--- src/include/scr_consts.vh ---
// constants for the synthesizer control register bank
`ifndef SCR_CONSTS_VH
`define SCR_CONSTS_VH

// ----------------------------------------
// word and select field
// ----------------------------------------
`define SCR_WORD_W 32
`define SCR_SEL_HI 2
`define SCR_SEL_LO 0
`define SCR_SEL_REG0 3'h0
`define SCR_SEL_REG2 3'h2
`define SCR_SEL_REG3 3'h3
`define SCR_SEL_REG4 3'h4
`define SCR_SEL_REG5 3'h5
`define SCR_REG_RST 32'h0000_0000

// ----------------------------------------
// divider_and_pump_control fields
// ----------------------------------------
`define SCR_R2_DBUF 13
`define SCR_R2_CP_TRI 4
`define SCR_R2_CNT_RST 3

// ----------------------------------------
// loop_timing_control fields
// ----------------------------------------
`define SCR_R3_BS_FAST 23
`define SCR_R3_BACKLASH 22
`define SCR_R3_CHG_CANCEL 21
`define SCR_R3_SLIP_RED 18
`define SCR_R3_CDM_HI 16
`define SCR_R3_CDM_LO 15
`define SCR_R3_CDIV_HI 14
`define SCR_R3_CDIV_LO 3
`define SCR_CDM_OFF 2'h0
`define SCR_CDM_FAST 2'h1
`define SCR_CDM_RESYNC 2'h2

// ----------------------------------------
// output_path_control fields
// ----------------------------------------
`define SCR_R4_FB_VCO 23
`define SCR_R4_RFDIV_HI 22
`define SCR_R4_RFDIV_LO 20
`define SCR_R4_BSDIV_HI 19
`define SCR_R4_BSDIV_LO 12
`define SCR_R4_VCO_PD 11
`define SCR_R4_MUTE_LOCK 10
`define SCR_R4_AUX_VCO 9
`define SCR_R4_AUX_EN 8
`define SCR_R4_AUX_PWR_HI 7
`define SCR_R4_AUX_PWR_LO 6
`define SCR_R4_RF_EN 5
`define SCR_R4_RF_PWR_HI 4
`define SCR_R4_RF_PWR_LO 3

// ----------------------------------------
// lock_pin_control fields
// ----------------------------------------
`define SCR_R5_LDPIN_HI 23
`define SCR_R5_LDPIN_LO 22

`endif

--- src/rtl/scr_shift.v ---
// three-wire serial word receiver
`timescale 1ns/1ps
`include "scr_consts.vh"

module scr_shift (
	input wire ref_clk,
	input wire rst,
	input wire ser_clk,
	input wire ser_data,
	input wire ser_le,
	output reg [`SCR_WORD_W-1:0] word_q,
	output reg word_valid_q
);

	reg [`SCR_WORD_W-1:0] shift_q;
	reg clk_prev_q;
	reg le_prev_q;

	// ----------------------------------------
	// msb first, latch on load-enable rise
	// ----------------------------------------
	always @(posedge ref_clk or posedge rst)
	begin
		if (rst)
		begin
			shift_q <= `SCR_REG_RST;
			word_q <= `SCR_REG_RST;
			clk_prev_q <= 1'b0;
			le_prev_q <= 1'b0;
			word_valid_q <= 1'b0;
		end
		else
		begin
			clk_prev_q <= ser_clk;
			le_prev_q <= ser_le;
			word_valid_q <= ser_le & ~le_prev_q;
			if (ser_clk && !clk_prev_q)
				shift_q <= {shift_q[`SCR_WORD_W-2:0], ser_data};
			if (ser_le && !le_prev_q)
				word_q <= shift_q;
		end
	end

endmodule // scr_shift

--- src/rtl/scr_timeout.v ---
// clock divider timeout counter for fast lock and phase resync
`timescale 1ns/1ps
`include "scr_consts.vh"

module scr_timeout (
	input wire ref_clk,
	input wire rst,
	input wire [1:0] mode,
	input wire [11:0] limit,
	input wire start,
	input wire pfd_tick,
	output reg fast_lock_q,
	output reg resync_q
);

	reg [11:0] cnt_q;
	reg run_q;

	// ----------------------------------------
	// count phase detector cycles
	// ----------------------------------------
	always @(posedge ref_clk or posedge rst)
	begin
		if (rst)
		begin
			cnt_q <= 12'h000;
			run_q <= 1'b0;
			fast_lock_q <= 1'b0;
			resync_q <= 1'b0;
		end
		else
		begin
			resync_q <= 1'b0;
			if (mode == `SCR_CDM_OFF)
				run_q <= 1'b0;
			else if (start)
			begin
				cnt_q <= limit;
				run_q <= 1'b1;
			end
			else if (run_q && pfd_tick)
			begin
				// a limit of zero ends on the first tick
				if (cnt_q <= 12'h001)
				begin
					run_q <= 1'b0;
					resync_q <= (mode == `SCR_CDM_RESYNC);
				end
				else
					cnt_q <= cnt_q - 12'h001;
			end
			fast_lock_q <= run_q & (mode == `SCR_CDM_FAST) & ~(pfd_tick & cnt_q <= 12'h001);
		end
	end

endmodule // scr_timeout

--- src/rtl/scr_regs.v ---
// write-only control register bank of the fractional-n synthesizer
//
// Overview of operation
// - charge pump tri-state bit high puts pump output in high impedance.
// - counter reset bit high holds reference and feedback dividers in reset.
// - select bits 011, 100, 101 steer a word to registers 3, 4, 5.
// - band-select mode bit picks faster sequence; host keeps divider at most 254.
// - backlash width select gives 6 ns when low, 3 ns when high.
// - charge-cancel bit enables cancellation; host clears it in fractional mode.
// - slip-reduction bit enables it; host supplies 50% duty and minimum current.
// - clock divider mode 10 resync, 01 fast lock, 00 disabled.
// - twelve-bit divider value is timeout for resync and fast lock.
// - feedback select high takes vco directly, low takes output divider.
// - three-bit field picks the rf output divider ratio.
// - eight-bit field divides reference counter output to clock band select.
// - vco power-down bit low powers up, high powers down.
// - mute-until-locked keeps rf output unpowered until digital lock.
// - aux source low takes rf divider output, high the vco.
// - aux enable low disables, high enables the auxiliary output.
// - primary enable low disables, high enables the primary output.
// - two-bit fields set aux and primary output power levels.
// - two-bit field in register 5 picks lock indicator pin function.
// - double-buffer bit holds divider select until register 0 is written.
`timescale 1ns/1ps
`include "scr_consts.vh"

module scr_regs (
	input wire ref_clk,
	input wire rst,
	input wire ser_clk,
	input wire ser_data,
	input wire ser_le,
	input wire ref_div_tick,
	input wire pfd_tick,
	input wire digital_lock,
	input wire [3:0] lock_func_src,
	output reg cp_three_state,
	output reg counters_reset,
	output reg band_select_fast,
	output reg backlash_pulse_width_select,
	output reg charge_cancel_enable,
	output reg slip_reduction_enable,
	output reg [1:0] clk_div_mode,
	output reg [11:0] clk_div_value,
	output wire fast_lock_active,
	output wire resync_fire,
	output reg feedback_from_vco,
	output reg [2:0] rf_div_sel,
	output reg [7:0] band_clk_div,
	output reg band_clk_tick,
	output reg vco_power_down,
	output reg rf_stage_powered,
	output reg aux_out_from_vco,
	output reg aux_out_enable,
	output reg [1:0] aux_power,
	output reg rf_out_enable,
	output reg [1:0] rf_power,
	output reg [1:0] lock_indicator_sel,
	output reg lock_indicator_pin
);

	// ----------------------------------------
	// select decode
	// ----------------------------------------
	function scr_is_sel;
		input [`SCR_WORD_W-1:0] word;
		input [2:0] code;
		begin
			scr_is_sel = (word[`SCR_SEL_HI:`SCR_SEL_LO] == code);
		end
	endfunction

	wire [`SCR_WORD_W-1:0] rx_word;
	wire rx_valid;
	wire wr_reg0;
	wire wr_reg4;
	wire dbuf_on;
	wire [`SCR_WORD_W-1:0] r2_q;
	wire [`SCR_WORD_W-1:0] r3_q;
	wire [`SCR_WORD_W-1:0] r4_q;
	wire [`SCR_WORD_W-1:0] r5_q;
	reg [7:0] bs_cnt_q;
	reg [7:0] bs_cnt_d;
	reg bs_wrap;
	reg [7:0] bs_limit;

	// ----------------------------------------
	// serial receiver
	// ----------------------------------------
	scr_shift u_shift (
		.ref_clk(ref_clk),
		.rst(rst),
		.ser_clk(ser_clk),
		.ser_data(ser_data),
		.ser_le(ser_le),
		.word_q(rx_word),
		.word_valid_q(rx_valid)
	);

	// ----------------------------------------
	// register bank, one word per select code 2 to 5
	// ----------------------------------------
	genvar k;
	generate
		for (k = 0; k < 4; k = k + 1)
		begin : g_reg
			reg [`SCR_WORD_W-1:0] q;
			always @(posedge ref_clk or posedge rst)
			begin
				if (rst)
					q <= `SCR_REG_RST;
				else if (rx_valid && scr_is_sel(rx_word, `SCR_SEL_REG2 + k))
					q <= rx_word;
			end
		end
	endgenerate

	assign r2_q = g_reg[0].q;
	assign r3_q = g_reg[1].q;
	assign r4_q = g_reg[2].q;
	assign r5_q = g_reg[3].q;

	// registers 0 and 1 are not held here; a register 0 write is an update event
	assign wr_reg0 = rx_valid & scr_is_sel(rx_word, `SCR_SEL_REG0);
	assign wr_reg4 = rx_valid & scr_is_sel(rx_word, `SCR_SEL_REG4);
	assign dbuf_on = r2_q[`SCR_R2_DBUF];

	// ----------------------------------------
	// pump and counter controls
	// ----------------------------------------
	always @(posedge ref_clk or posedge rst)
	begin
		if (rst)
		begin
			cp_three_state <= 1'b0;
			counters_reset <= 1'b0;
		end
		else
		begin
			cp_three_state <= r2_q[`SCR_R2_CP_TRI];
			counters_reset <= r2_q[`SCR_R2_CNT_RST];
		end
	end

	// ----------------------------------------
	// loop timing controls
	// ----------------------------------------
	always @(posedge ref_clk or posedge rst)
	begin
		if (rst)
		begin
			band_select_fast <= 1'b0;
			backlash_pulse_width_select <= 1'b0;
			charge_cancel_enable <= 1'b0;
			slip_reduction_enable <= 1'b0;
			clk_div_mode <= `SCR_CDM_OFF;
			clk_div_value <= 12'h000;
		end
		else
		begin
			band_select_fast <= r3_q[`SCR_R3_BS_FAST];
			backlash_pulse_width_select <= r3_q[`SCR_R3_BACKLASH];
			charge_cancel_enable <= r3_q[`SCR_R3_CHG_CANCEL];
			slip_reduction_enable <= r3_q[`SCR_R3_SLIP_RED];
			clk_div_mode <= r3_q[`SCR_R3_CDM_HI:`SCR_R3_CDM_LO];
			clk_div_value <= r3_q[`SCR_R3_CDIV_HI:`SCR_R3_CDIV_LO];
		end
	end

	// ----------------------------------------
	// fast lock and resync timeout
	// ----------------------------------------
	// the timer restarts on every register 0 write, the frequency update event, unless clk_div_mode is 00
	scr_timeout u_timeout (
		.ref_clk(ref_clk),
		.rst(rst),
		.mode(clk_div_mode),
		.limit(clk_div_value),
		.start(wr_reg0),
		.pfd_tick(pfd_tick),
		.fast_lock_q(fast_lock_active),
		.resync_q(resync_fire)
	);

	// ----------------------------------------
	// output divider select with double buffer
	// ----------------------------------------
	always @(posedge ref_clk or posedge rst)
	begin
		if (rst)
			rf_div_sel <= 3'h0;
		else if (wr_reg4 && !dbuf_on)
			rf_div_sel <= rx_word[`SCR_R4_RFDIV_HI:`SCR_R4_RFDIV_LO];
		else if (wr_reg0)
			rf_div_sel <= r4_q[`SCR_R4_RFDIV_HI:`SCR_R4_RFDIV_LO];
	end

	// ----------------------------------------
	// output path controls
	// ----------------------------------------
	always @(posedge ref_clk or posedge rst)
	begin
		if (rst)
		begin
			feedback_from_vco <= 1'b0;
			band_clk_div <= 8'h00;
			vco_power_down <= 1'b0;
			rf_stage_powered <= 1'b0;
			aux_out_from_vco <= 1'b0;
			aux_out_enable <= 1'b0;
			aux_power <= 2'h0;
			rf_out_enable <= 1'b0;
			rf_power <= 2'h0;
		end
		else
		begin
			feedback_from_vco <= r4_q[`SCR_R4_FB_VCO];
			band_clk_div <= r4_q[`SCR_R4_BSDIV_HI:`SCR_R4_BSDIV_LO];
			vco_power_down <= r4_q[`SCR_R4_VCO_PD];
			// stage stays off while muted and not yet locked
			rf_stage_powered <= ~(r4_q[`SCR_R4_MUTE_LOCK] & ~digital_lock);
			aux_out_from_vco <= r4_q[`SCR_R4_AUX_VCO];
			aux_out_enable <= r4_q[`SCR_R4_AUX_EN];
			aux_power <= r4_q[`SCR_R4_AUX_PWR_HI:`SCR_R4_AUX_PWR_LO];
			rf_out_enable <= r4_q[`SCR_R4_RF_EN];
			rf_power <= r4_q[`SCR_R4_RF_PWR_HI:`SCR_R4_RF_PWR_LO];
		end
	end

	// ----------------------------------------
	// band select clock divider
	// ----------------------------------------
	// a divider value of zero is treated as one so the clock never stops
	always @*
	begin
		bs_limit = (band_clk_div == 8'h00) ? 8'h01 : band_clk_div;
		bs_wrap = 1'b0;
		bs_cnt_d = bs_cnt_q;
		if (ref_div_tick)
		begin
			if (bs_cnt_q + 8'h01 >= bs_limit)
			begin
				bs_wrap = 1'b1;
				bs_cnt_d = 8'h00;
			end
			else
				bs_cnt_d = bs_cnt_q + 8'h01;
		end
	end

	always @(posedge ref_clk or posedge rst)
	begin
		if (rst)
		begin
			bs_cnt_q <= 8'h00;
			band_clk_tick <= 1'b0;
		end
		else
		begin
			bs_cnt_q <= bs_cnt_d;
			band_clk_tick <= bs_wrap;
		end
	end

	// ----------------------------------------
	// lock indicator pin
	// ----------------------------------------
	always @(posedge ref_clk or posedge rst)
	begin
		if (rst)
		begin
			lock_indicator_sel <= 2'h0;
			lock_indicator_pin <= 1'b0;
		end
		else
		begin
			lock_indicator_sel <= r5_q[`SCR_R5_LDPIN_HI:`SCR_R5_LDPIN_LO];
			lock_indicator_pin <= lock_func_src[r5_q[`SCR_R5_LDPIN_HI:`SCR_R5_LDPIN_LO]];
		end
	end

endmodule // scr_regs

--- config.mk ---
export PLATFORM = sky130hd
export DESIGN_NAME = scr_regs
export DESIGN_NICKNAME = d
export VERILOG_FILES = /design/src/rtl/scr_shift.v /design/src/rtl/scr_timeout.v /design/src/rtl/scr_regs.v
export VERILOG_INCLUDE_DIRS = /design/src /design/src/include
export SDC_FILE = /design/constraint.sdc
export NUM_CORES = 1
export LEC_CHECK = 0
export BUFFER_PORTS_ARGS = -buffer_cell sky130_fd_sc_hd__buf_2
export CORE_MARGIN = 1
export CORE_UTILIZATION = 31
export CTS_CLUSTER_SIZE = 20
export DETAILED_ROUTE_END_ITERATION = 6
export HOLD_SLACK_MARGIN = 0.1
export PLACE_DENSITY = 0.54
export SKIP_CTS_REPAIR_TIMING = 1
export SLEW_MARGIN = 20
export SYNTH_ARGS = -nofsm -noshare
export SYNTH_HDL_FRONTEND = slang
export SYNTH_SLANG_ARGS = --single-unit
--- constraint.sdc ---
create_clock -name ref_clk -period 4.55 [get_ports ref_clk]
set_clock_uncertainty 0.15 [all_clocks]
set_input_delay 0.455 -clock ref_clk [delete_from_list [all_inputs] [get_ports ref_clk]]
set_output_delay 0.455 -clock ref_clk [all_outputs]
set_load 0.02 [all_outputs]
* Word level (Yosys, flattened, before mapping)
Index checks and enable logic that the tools add are counted.
Word-level totals: logic and storage cells 98, output and inout port bits 47, input port bits 12, register bits 205
Cells by class: equal/unequal tests 7, bitwise logic cells 12, add/subtract/negate cells 2, multiplexer cells 19, reductions and logical operators 20, magnitude comparators 3
Operators with widths (count):
- $mux W12 | 3
- $mux W8 | 2
- $le A12 B1 Y1 const B | 1
- $sub A12 B1 Y12 const B | 1
- $mux W1 | 11
- $add A8 B1 Y8 const B | 1
- $ge A8 B8 Y1 | 1
- $logic_and A1 B1 Y1 | 8
- $logic_not A8 Y1 | 1
- $and A1 B1 Y1 | 7
- $eq A3 B2 Y1 const B | 2
- $eq A3 B3 Y1 const B | 2
- $mux W3 | 2
- $reduce_bool A3 Y1 | 2
- $not A1 Y1 | 5
- $reduce_bool A2 Y1 | 2
- $logic_not A1 Y1 | 3
- $logic_not A3 Y1 | 1
- $lt A2 B3 Y1 const B | 1
- $reduce_and A3 Y1 | 1
- $bmux W1 S2 | 1
- $eq A2 B1 Y1 const B | 1
- $eq A2 B2 Y1 const B | 1
- $logic_not A2 Y1 | 1
- other kinds (2) | 2

* Depth between registers and ports, before layout
Gate-level depths: netlist of the first run.
depth after elaboration 5, mapped depth 9, depth with buffers taken out 9

* Cells and area by module
From an unflattened synthesis of the first run, not the netlist that was laid out.
Unflattened totals: cell total of the unflattened synthesis 476, area total of the unflattened synthesis 7427.1 sq um
By module, submodules not included:
- scr_regs | instances 1, area each 3679.8 sq um, cells each 228, seq. area each 2427.3 sq um
- scr_shift | instances 1, area each 2766.4 sq um, cells each 142, seq. area each 1676.6 sq um
- scr_timeout | instances 1, area each 980.9 sq um, cells each 106, seq. area each 375.4 sq um

* Worst setup path before layout of the first run
Ideal clock, no wire load.
path type reg2reg, start register u_timeout.cnt_q[7], end register u_timeout.cnt_q[1], required time 4.272 ns, library setup time 0.128 ns, arrival 2.177 ns, clock period less this slack 2.454 ns, slack 2.096 ns, cell stages (with the launch flop) 6, path buffers 1, path through dfrtp_1 or4_1 buf_2 or4_4 a21oi_4 mux2_1
On the way: longest elaborated chain between the ends 3
RTL lines:
- from (decl) | RTL line scr_timeout.v:16 | reg [11:0] cnt_q;
- from (signal assigned) | RTL line scr_timeout.v:38 | cnt_q <= limit;
- from (signal assigned) | RTL line scr_timeout.v:50 | cnt_q <= cnt_q - 12'h001;
- $le A12 B1 Y1 | RTL line scr_timeout.v:44 | if (cnt_q <= 12'h001)
- $ne A2 B1 Y1 (no line)
- $reduce_and A3 Y1 (no line)
No other way between the ends. A chain may end at the register's enable or synchronous reset.

* Worst setup path in the final report of the first run
start register bs_cnt_q[0], end register bs_cnt_q[0]
On the way: longest elaborated chain between the ends 3
RTL lines:
- from (decl) | RTL line scr_regs.v:82 | reg [7:0] bs_cnt_q;
- from (signal assigned) | RTL line scr_regs.v:260 | bs_cnt_q <= bs_cnt_d;
- $add A8 B1 Y8 (*) | RTL line scr_regs.v:241, scr_regs.v:247
- $ge A8 B8 Y1 | RTL line scr_regs.v:241 | if (bs_cnt_q + 8'h01 >= bs_limit)
- $mux W8 (*) | RTL line scr_regs.v:241
Mark *: on every way between the ends. The rest lies on a longest branch, timed or not.

==> results of run 1 <==
cells by family (layout without fill, tap and decap cells):
logic type / Yosys count / count (layout) / share of synthesized area [%]
flops: 163 / 163 / 64.33
mux: 96 / 96 / 17.19
simple gates: 84 / 84 / 7.459
compound gates: 51 / 51 / 6.235
buf+inv: 30 / 114 / 1.795
fa+ha+maj: 11 / 11 / 2.170
xor+xnor: 6 / 6 / 0.8287
final cells by class:
| cell class | instances | area [sq um] | area share (%) |
|---|---|---|---|
| clock inverter | 10 | 157.7 | 2.064 |
| multi-input combinational | 248 | 2172 | 28.44 |
| tap | 265 | 331.6 | 4.341 |
| timing repair buffer | 68 | 387.9 | 5.078 |
| clock buffer | 21 | 450.4 | 5.897 |
| sequential | 163 | 4079 | 53.40 |
| inverter | 15 | 60.06 | 0.7862 |
power breakdown:
| part | internal, mW | leakage (nW) | switching, mW |
|---|---|---|---|
| registers | 1.76 | 2.14 | 0.217 |
| logic | 0.294 | 1.26 | 0.310 |
| clock network | 0.927 | 0.289 | 0.548 |
| total | 2.98 | 3.69 | 1.07 |
synth_stat cells, types with 2 or more instances:
library cell  count  area, sq um
a21oi_1           7        35.03
mux2i_1           2        20.02
nor4b_1           2        17.52
o311ai_0          6        52.55
mux2_2           92         1036
buf_1             2        7.510
o22ai_1           4        25.02
xnor2_1           2        17.52
o211ai_1          3        22.52
nand2_1          18        67.56
or3_1             5        31.28
nor2b_1           6        37.54
nand4_1           2        12.51
nand2b_1          5        31.28
xor2_1            4        35.03
nor2_1           11        41.29
nand4b_1          3        26.28
inv_1            15        56.30
a22oi_1           2        15.01
or4_1             3        22.52
ha_1             11        137.6
a41o_1            6        60.06
o21ai_0           4        20.02
dfrtp_1         163         4079
clkbuf_1         12        45.04
nor3_1            6        30.03
nand3_1           9        45.04
nor4_1            4        25.02
nor4bb_1          2        20.02
nor3b_1           2        15.01
a31oi_1           4        25.02
worst paths after layout:
| kind | startpoint | end | slack (ns) | cells past startpoint |
|---|---|---|---|---|
| max | bs_cnt_q[0] | bs_cnt_q[0] | 1.77 | 9 |
| min | ser_data | u_shift.shift_q[0] | 0.12 | 2 |
| max reg2reg | bs_cnt_q[0] | bs_cnt_q[0] | 1.77 | 9 |
| min reg2reg | g_reg[1].q[5] | clk_div_value[2] | 0.22 | 0 |
| max in group asynchronous | rst | u_shift.word_q[17] | 2.74 | 4 |
| min in group asynchronous | rst | u_timeout.cnt_q[3] | 0.39 | 3 |
worst reg2reg max path: cells and delay by family, from the launching register on:
| kind | cells | cell delay (ns) |
|---|---|---|
| xor+xnor | 1 | 0.23 |
| compound gates | 3 | 0.96 |
| simple gates | 2 | 0.27 |
| flops | 1 | 0.42 |
| fa+ha+maj | 2 | 0.48 |
| mux | 1 | 0.19 |
routing by layer:
metal	share of wire (%)	track usage, %	routed length [um]
met5	0	0	0
met4	1.3	5.372	157
met3	3.3	3.270	399
met2	48	19.88	5862
met1	48	16.45	5834
per-stage QoR:
| step | hold slack, ns | cells | setup WS (ns) |
|---|---|---|---|
| final | 0.1180 | 790 | 1.767 |
| after global routing | 0.1153 | 790 | 1.461 |
| after CTS | -0.1682 | 786 | 1.780 |
| after detailed placement | 0.2068 | 755 | 1.819 |
| after global placement | 0.2037 | 755 | 1.915 |
| after floorplan | 0.1986 | 441 | 1.874 |
state kept, by name (all words and copies together), names as in the netlist, 2 cells and up:
signal,count
clk_div_mode,2
aux_power,2
band_clk_div,8
rf_div_sel,3
u_shift.word_q,24
bs_cnt_q,8
lock_indicator_sel,2
u_shift.shift_q,24
g.q,44
clk_div_value,12
u_timeout.cnt_q,12
rf_power,2
==> flow_metrics.py, run 1 <==
metrics = {
    "setup_path": {
        "cp.arrival_ns": 2.97,
        "crit_slowest_cell": "a21oi_1",
        "required_ns": 4.73,
        "cp_cell_sequence": "ha_1, nand3_1, nor2_1, xor2_1, ha_1, a21o_1, a21oi_1, o311ai_0, mux2i_1",
        "cp-start-kind": "register",
        "cp_max_fo": 8,
        "crit_path_end_kind": "register",
        "path_class": "register to register",
        "critPathTopFamily": "compound AO/OA/AOI/OAI gates",
        "cpMostUsedCell": "ha_1",
        "max_stage_delay_ns": 0.49,
        "worst-path-buf-inv": 0,
    },
    "placed_design": {
        "io_buffers": 58,
        "gp_routability_congestion": 0.8197,
        "postPlaceCellArea_sq_um": 6990,
        "hpwlAfterDp_mm": 8.193,
    },
    "synthesis": {
        "synth_area_sq_um": 6341,
        "synth-seq-cells": 163,
        "ys_async_sr_fraction_pct": 100.0,
        "synth_nets": 464,
        "syn-instance-count": 441,
        "synth_cell_type_count": 55,
        "synth_enable_flop_cells": 0,
        "ys.flop_type": "dfrtp_1",
        "postSynthAreaPerCell_sq_um": 14.38,
        "ys_warn_count": 0,
        "yosysSeqAreaShare_pct": 64.33,
    },
    "global_routing": {
        "grt_pass1_wl_mm": 20.80,
        "grt_overflow_total": 0,
        "grt_pass1_vias": 3887,
        "grt_max_degree": 153,
        "grt.total_usage_pct": 12.64,
        "antenna_found_initial": 0,
    },
    "routing": {
        "drt_first_pass_iters": 4,
        "drtIter0Drc": 141,
        "totalWireLength_mm": 12.25,
        "route.detailed.drc": 0,
        "routedWlPerCell_um": 15.51,
        "final_antenna_net_count": 0,
        "vias": 3766,
        "avgViaCountPerCell": 4.767,
    },
    "cts": {
        "cts_buffer_depth": 2,
        "cts_root_buf": "clkbuf_16",
        "htreeDepth": 4,
        "cts.sinks": 163,
        "clk_latency_ns": 0.42,
        "cts_buffers": 17,
        "cts_tree": "built",
        "clkTransAtPathRegs_ns": 0.06,
    },
    "floorplanning": {
        "initial_core_util_pct": 32.06,
        "die_x_um": 145.0,
        "die_area_sq_um": 21030,
        "die_y_um": 145.0,
        "num_rows": 51,
        "coreArea_sq_um": 19780,
        "ios": 59,
    },
    "sta": {
        "fin_crit_sh_pct": 61.16,
        "setup_viol": 0,
        "rsz0062_at_grt": "no",
        "fin_setup_tns_ns": 0,
        "finalWorstPathRequiredPeriod_ns": 2.783,
        "hold_viol_final": 0,
        "max_slew_margin_pct": 38.85,
        "worst_pin_slew_ns": 0.9054,
        "max_freq_mhz": 359.4,
        "slew_violations": 0,
    },
    "outcome": {
        "status": "complete, no violations",
    },
    "cells_and_area": {
        "drive_gt1_share_pct": 36.76,
        "diodes": 0,
        "syn_to_final_growth_pct": 20.46,
        "layout.nets": 536,
        "final_design_area_no_fill_sq_um": 7639,
        "final_cell_mix": "dfrtp_1, mux2_2, buf_2",
        "fillerInstances": 1910,
        "final_util_pct": 38.61,
        "layout_commonest_cell": "dfrtp_1",
    },
    "pwr": {
        "ir_drop_v": 0.0002832,
        "power_mw": 4.056,
        "power_density_nw_per_um2": 531.0,
        "p_leak_nw": 3.695,
    },
    "run": {
        "maxCapViolations": 0,
    },
    "min_path": {
        "hp-class": "input pin to register",
    },
}
Note: power is estimated with default switching activity, not from simulation.
==> run 2, diff against run 1 <==
PLACE_DENSITY = 0.52   (was 0.54)
clock period = 2.6 ns   (was 4.55 ns; I/O delays follow)
==> run 2 against run 1 <==
Net effect:
- first-iteration DRC count rose by 92%
- via count rose by 1.3%
- combinational power rose by 82%
- total power rose by 76%
- critical endpoint is now u_timeout.cnt_q[1]
- final cell count rose by 2.2%
==> flow_metrics.py, run 2 (synthesized netlist as in run 1, its figures left out) <==
metrics = {
    "sta": {
        "rsz0062_at_grt": "no",
        "max_slew_margin_pct": 48.15,
        "finalWorstPathRequiredPeriod_ns": 2.407,
        "fin_crit_sh_pct": 92.58,
        "worst_pin_slew_ns": 0.7777,
        "setup_viol": 0,
        "whs_ns": 0.2144,
        "fin_ws_ns": 0.1929,
        "slew_violations": 0,
        "max_freq_mhz": 415.4,
        "hold_viol_final": 0,
    },
    "pwr": {
        "p_leak_nw": 3.791,
        "power_density_nw_per_um2": 916.8,
        "p_seq_share_pct": 48.1,
        "p_int_mw": 5.301,
        "clockPowerShare_pct": 36.5,
        "ir_drop_v": 0.0004701,
        "switchingPower_mw": 1.855,
        "p_comb_share_pct": 15.4,
        "switching_share_pct": 25.92,
    },
    "cells_and_area": {
        "max_flop_register": "g.q",
        "drive_gt1_share_pct": 38.38,
        "fillerInstances": 1881,
        "final_cell_mix": "dfrtp_1, mux2_2, buf_2",
        "syn_to_final_growth_pct": 23.09,
        "regArea_sq_um": 4079,
        "largest_registers": "g.q: 44 flops, u_shift.shift_q: 24 flops, u_shift.word_q: 24 flops",
        "diodes": 0,
        "multi_input_area_sq_um": 2181,
        "layout_commonest_cell": "dfrtp_1",
        "largest_reg_flops": 44,
        "layout.nets": 553,
    },
    "placed_design": {
        "preCtsSetupSlack_ns": -0.005870,
        "hpwlAfterDp_mm": 8.122,
        "io_buffers": 58,
        "gp_routability_congestion": 0.8106,
    },
    "global_routing": {
        "grt_pass1_wl_mm": 21.28,
        "grt_overflow_total": 0,
        "grt_pass1_vias": 3988,
        "grt.total_usage_pct": 12.70,
        "grt_max_degree": 141,
        "antenna_found_initial": 0,
    },
    "cts": {
        "cts_buffer_depth": 2,
        "cts.sinks": 163,
        "cts_tree": "built",
        "clk_latency_ns": 0.42,
        "cts_buffers": 17,
        "cts_root_buf": "clkbuf_16",
        "clkTransAtPathRegs_ns": 0.06,
        "htreeDepth": 4,
    },
    "setup_path": {
        "crit_slowest_cell": "or4_1",
        "cp_cell_sequence": "or4_1, or4_4, a21oi_4, mux2_1",
        "ff2ff_path_depth": 4,
        "max_stage_delay_ns": 0.63,
        "r2r_end": "u_timeout.cnt_q[1]",
        "cp-start-kind": "register",
        "reg2reg_slack_ns": 0.19,
        "path_class": "register to register",
        "crit_path_end_kind": "register",
        "r2r-start": "u_timeout.cnt_q[2]",
        "cp.arrival_ns": 2.56,
        "required_ns": 2.75,
        "critPathCapture": "u_timeout.cnt_q[1]",
        "cp_max_fo": 8,
        "startpoint": "u_timeout.cnt_q[2]",
    },
    "floorplanning": {
        "coreArea_sq_um": 19780,
        "initial_core_util_pct": 32.06,
        "die_area_sq_um": 21030,
        "num_rows": 51,
        "die_x_um": 145.0,
        "die_y_um": 145.0,
        "ios": 59,
    },
    "routing": {
        "final_antenna_net_count": 0,
        "vias": 3814,
        "routedWlPerCell_um": 15.20,
        "totalWireLength_mm": 12.27,
        "drtIter0Drc": 271,
        "avgViaCountPerCell": 4.726,
        "drt_first_pass_iters": 5,
        "route.detailed.drc": 0,
    },
    "run": {
        "maxCapViolations": 0,
    },
    "min_path": {
        "hp-class": "register to register",
    },
    "outcome": {
        "status": "complete, no violations",
    },
}
==> run 2: area by class of cell <==
cell class / count / area share, %
well taps: 265 / 4.248
flip-flops and latches: 163 / 52.26
multi-input cells: 248 / 27.94
clock buffers: 22 / 6.076
inverters: 15 / 0.7695
repair buffers: 85 / 6.765
clock inverters: 9 / 1.940
==> run 2: worst min-delay path by stage <==
stage                               from                   end  slack (ns)  cells after the start
after floorplan                  ser_clk    u_shift.clk_prev_q        0.14                      0
after global placement    g_reg[1].q[10]      clk_div_value[7]        0.21                      0
after detailed placement  g_reg[1].q[21]  charge_cancel_enable        0.21                      0
after CTS                            rst           rf_power[0]       -0.22                      3
after global routing       g_reg[2].q[9]      aux_out_from_vco        0.23                      0
final                      g_reg[1].q[7]      clk_div_value[4]        0.21                      0
==> run 2: metrics by stage <==
stage	instance area, sq um	power, mW	instances	TNS, ns	util [%]
floorplan	6345	4.138	441	0	-
global placement	7081	4.558	767	0	35.79
detailed placement	7081	4.602	767	-0.008048	35.79
CTS	7706	7.258	798	-0.008925	38.96
global route	7805	7.558	807	0	39.46
finish	7805	7.155	807	0	39.46
==> run 2: routing by layer <==
metal  vias up  track usage (%)  part of all wire, %
li1       1774                -                    -
met1      1933            16.67                   45
met2        91            19.95                   49
met3        16            3.711                  4.8
met4         0            4.309                  1.3
met5         -                0                    0
==> run 2: critical path: cells and delay by family, from the launching register on <==
| kind | cells | cell delay, ns |
|---|---|---|
| mux | 1 | 0.34 |
| flops | 1 | 0.44 |
| simple gates | 2 | 1.19 |
| compound gates | 1 | 0.18 |
==> run 2: power groups by stage <==
stage | Clock, mW | Sequential, mW | Combinational, mW
after floorplan | 0 | 3.57 | 0.571
after global placement | 0 | 3.49 | 1.07
after detailed placement | 0 | 3.51 | 1.10
after CTS | 2.70 | 3.46 | 1.10
after global routing | 2.82 | 3.53 | 1.20
final | 2.61 | 3.44 | 1.10
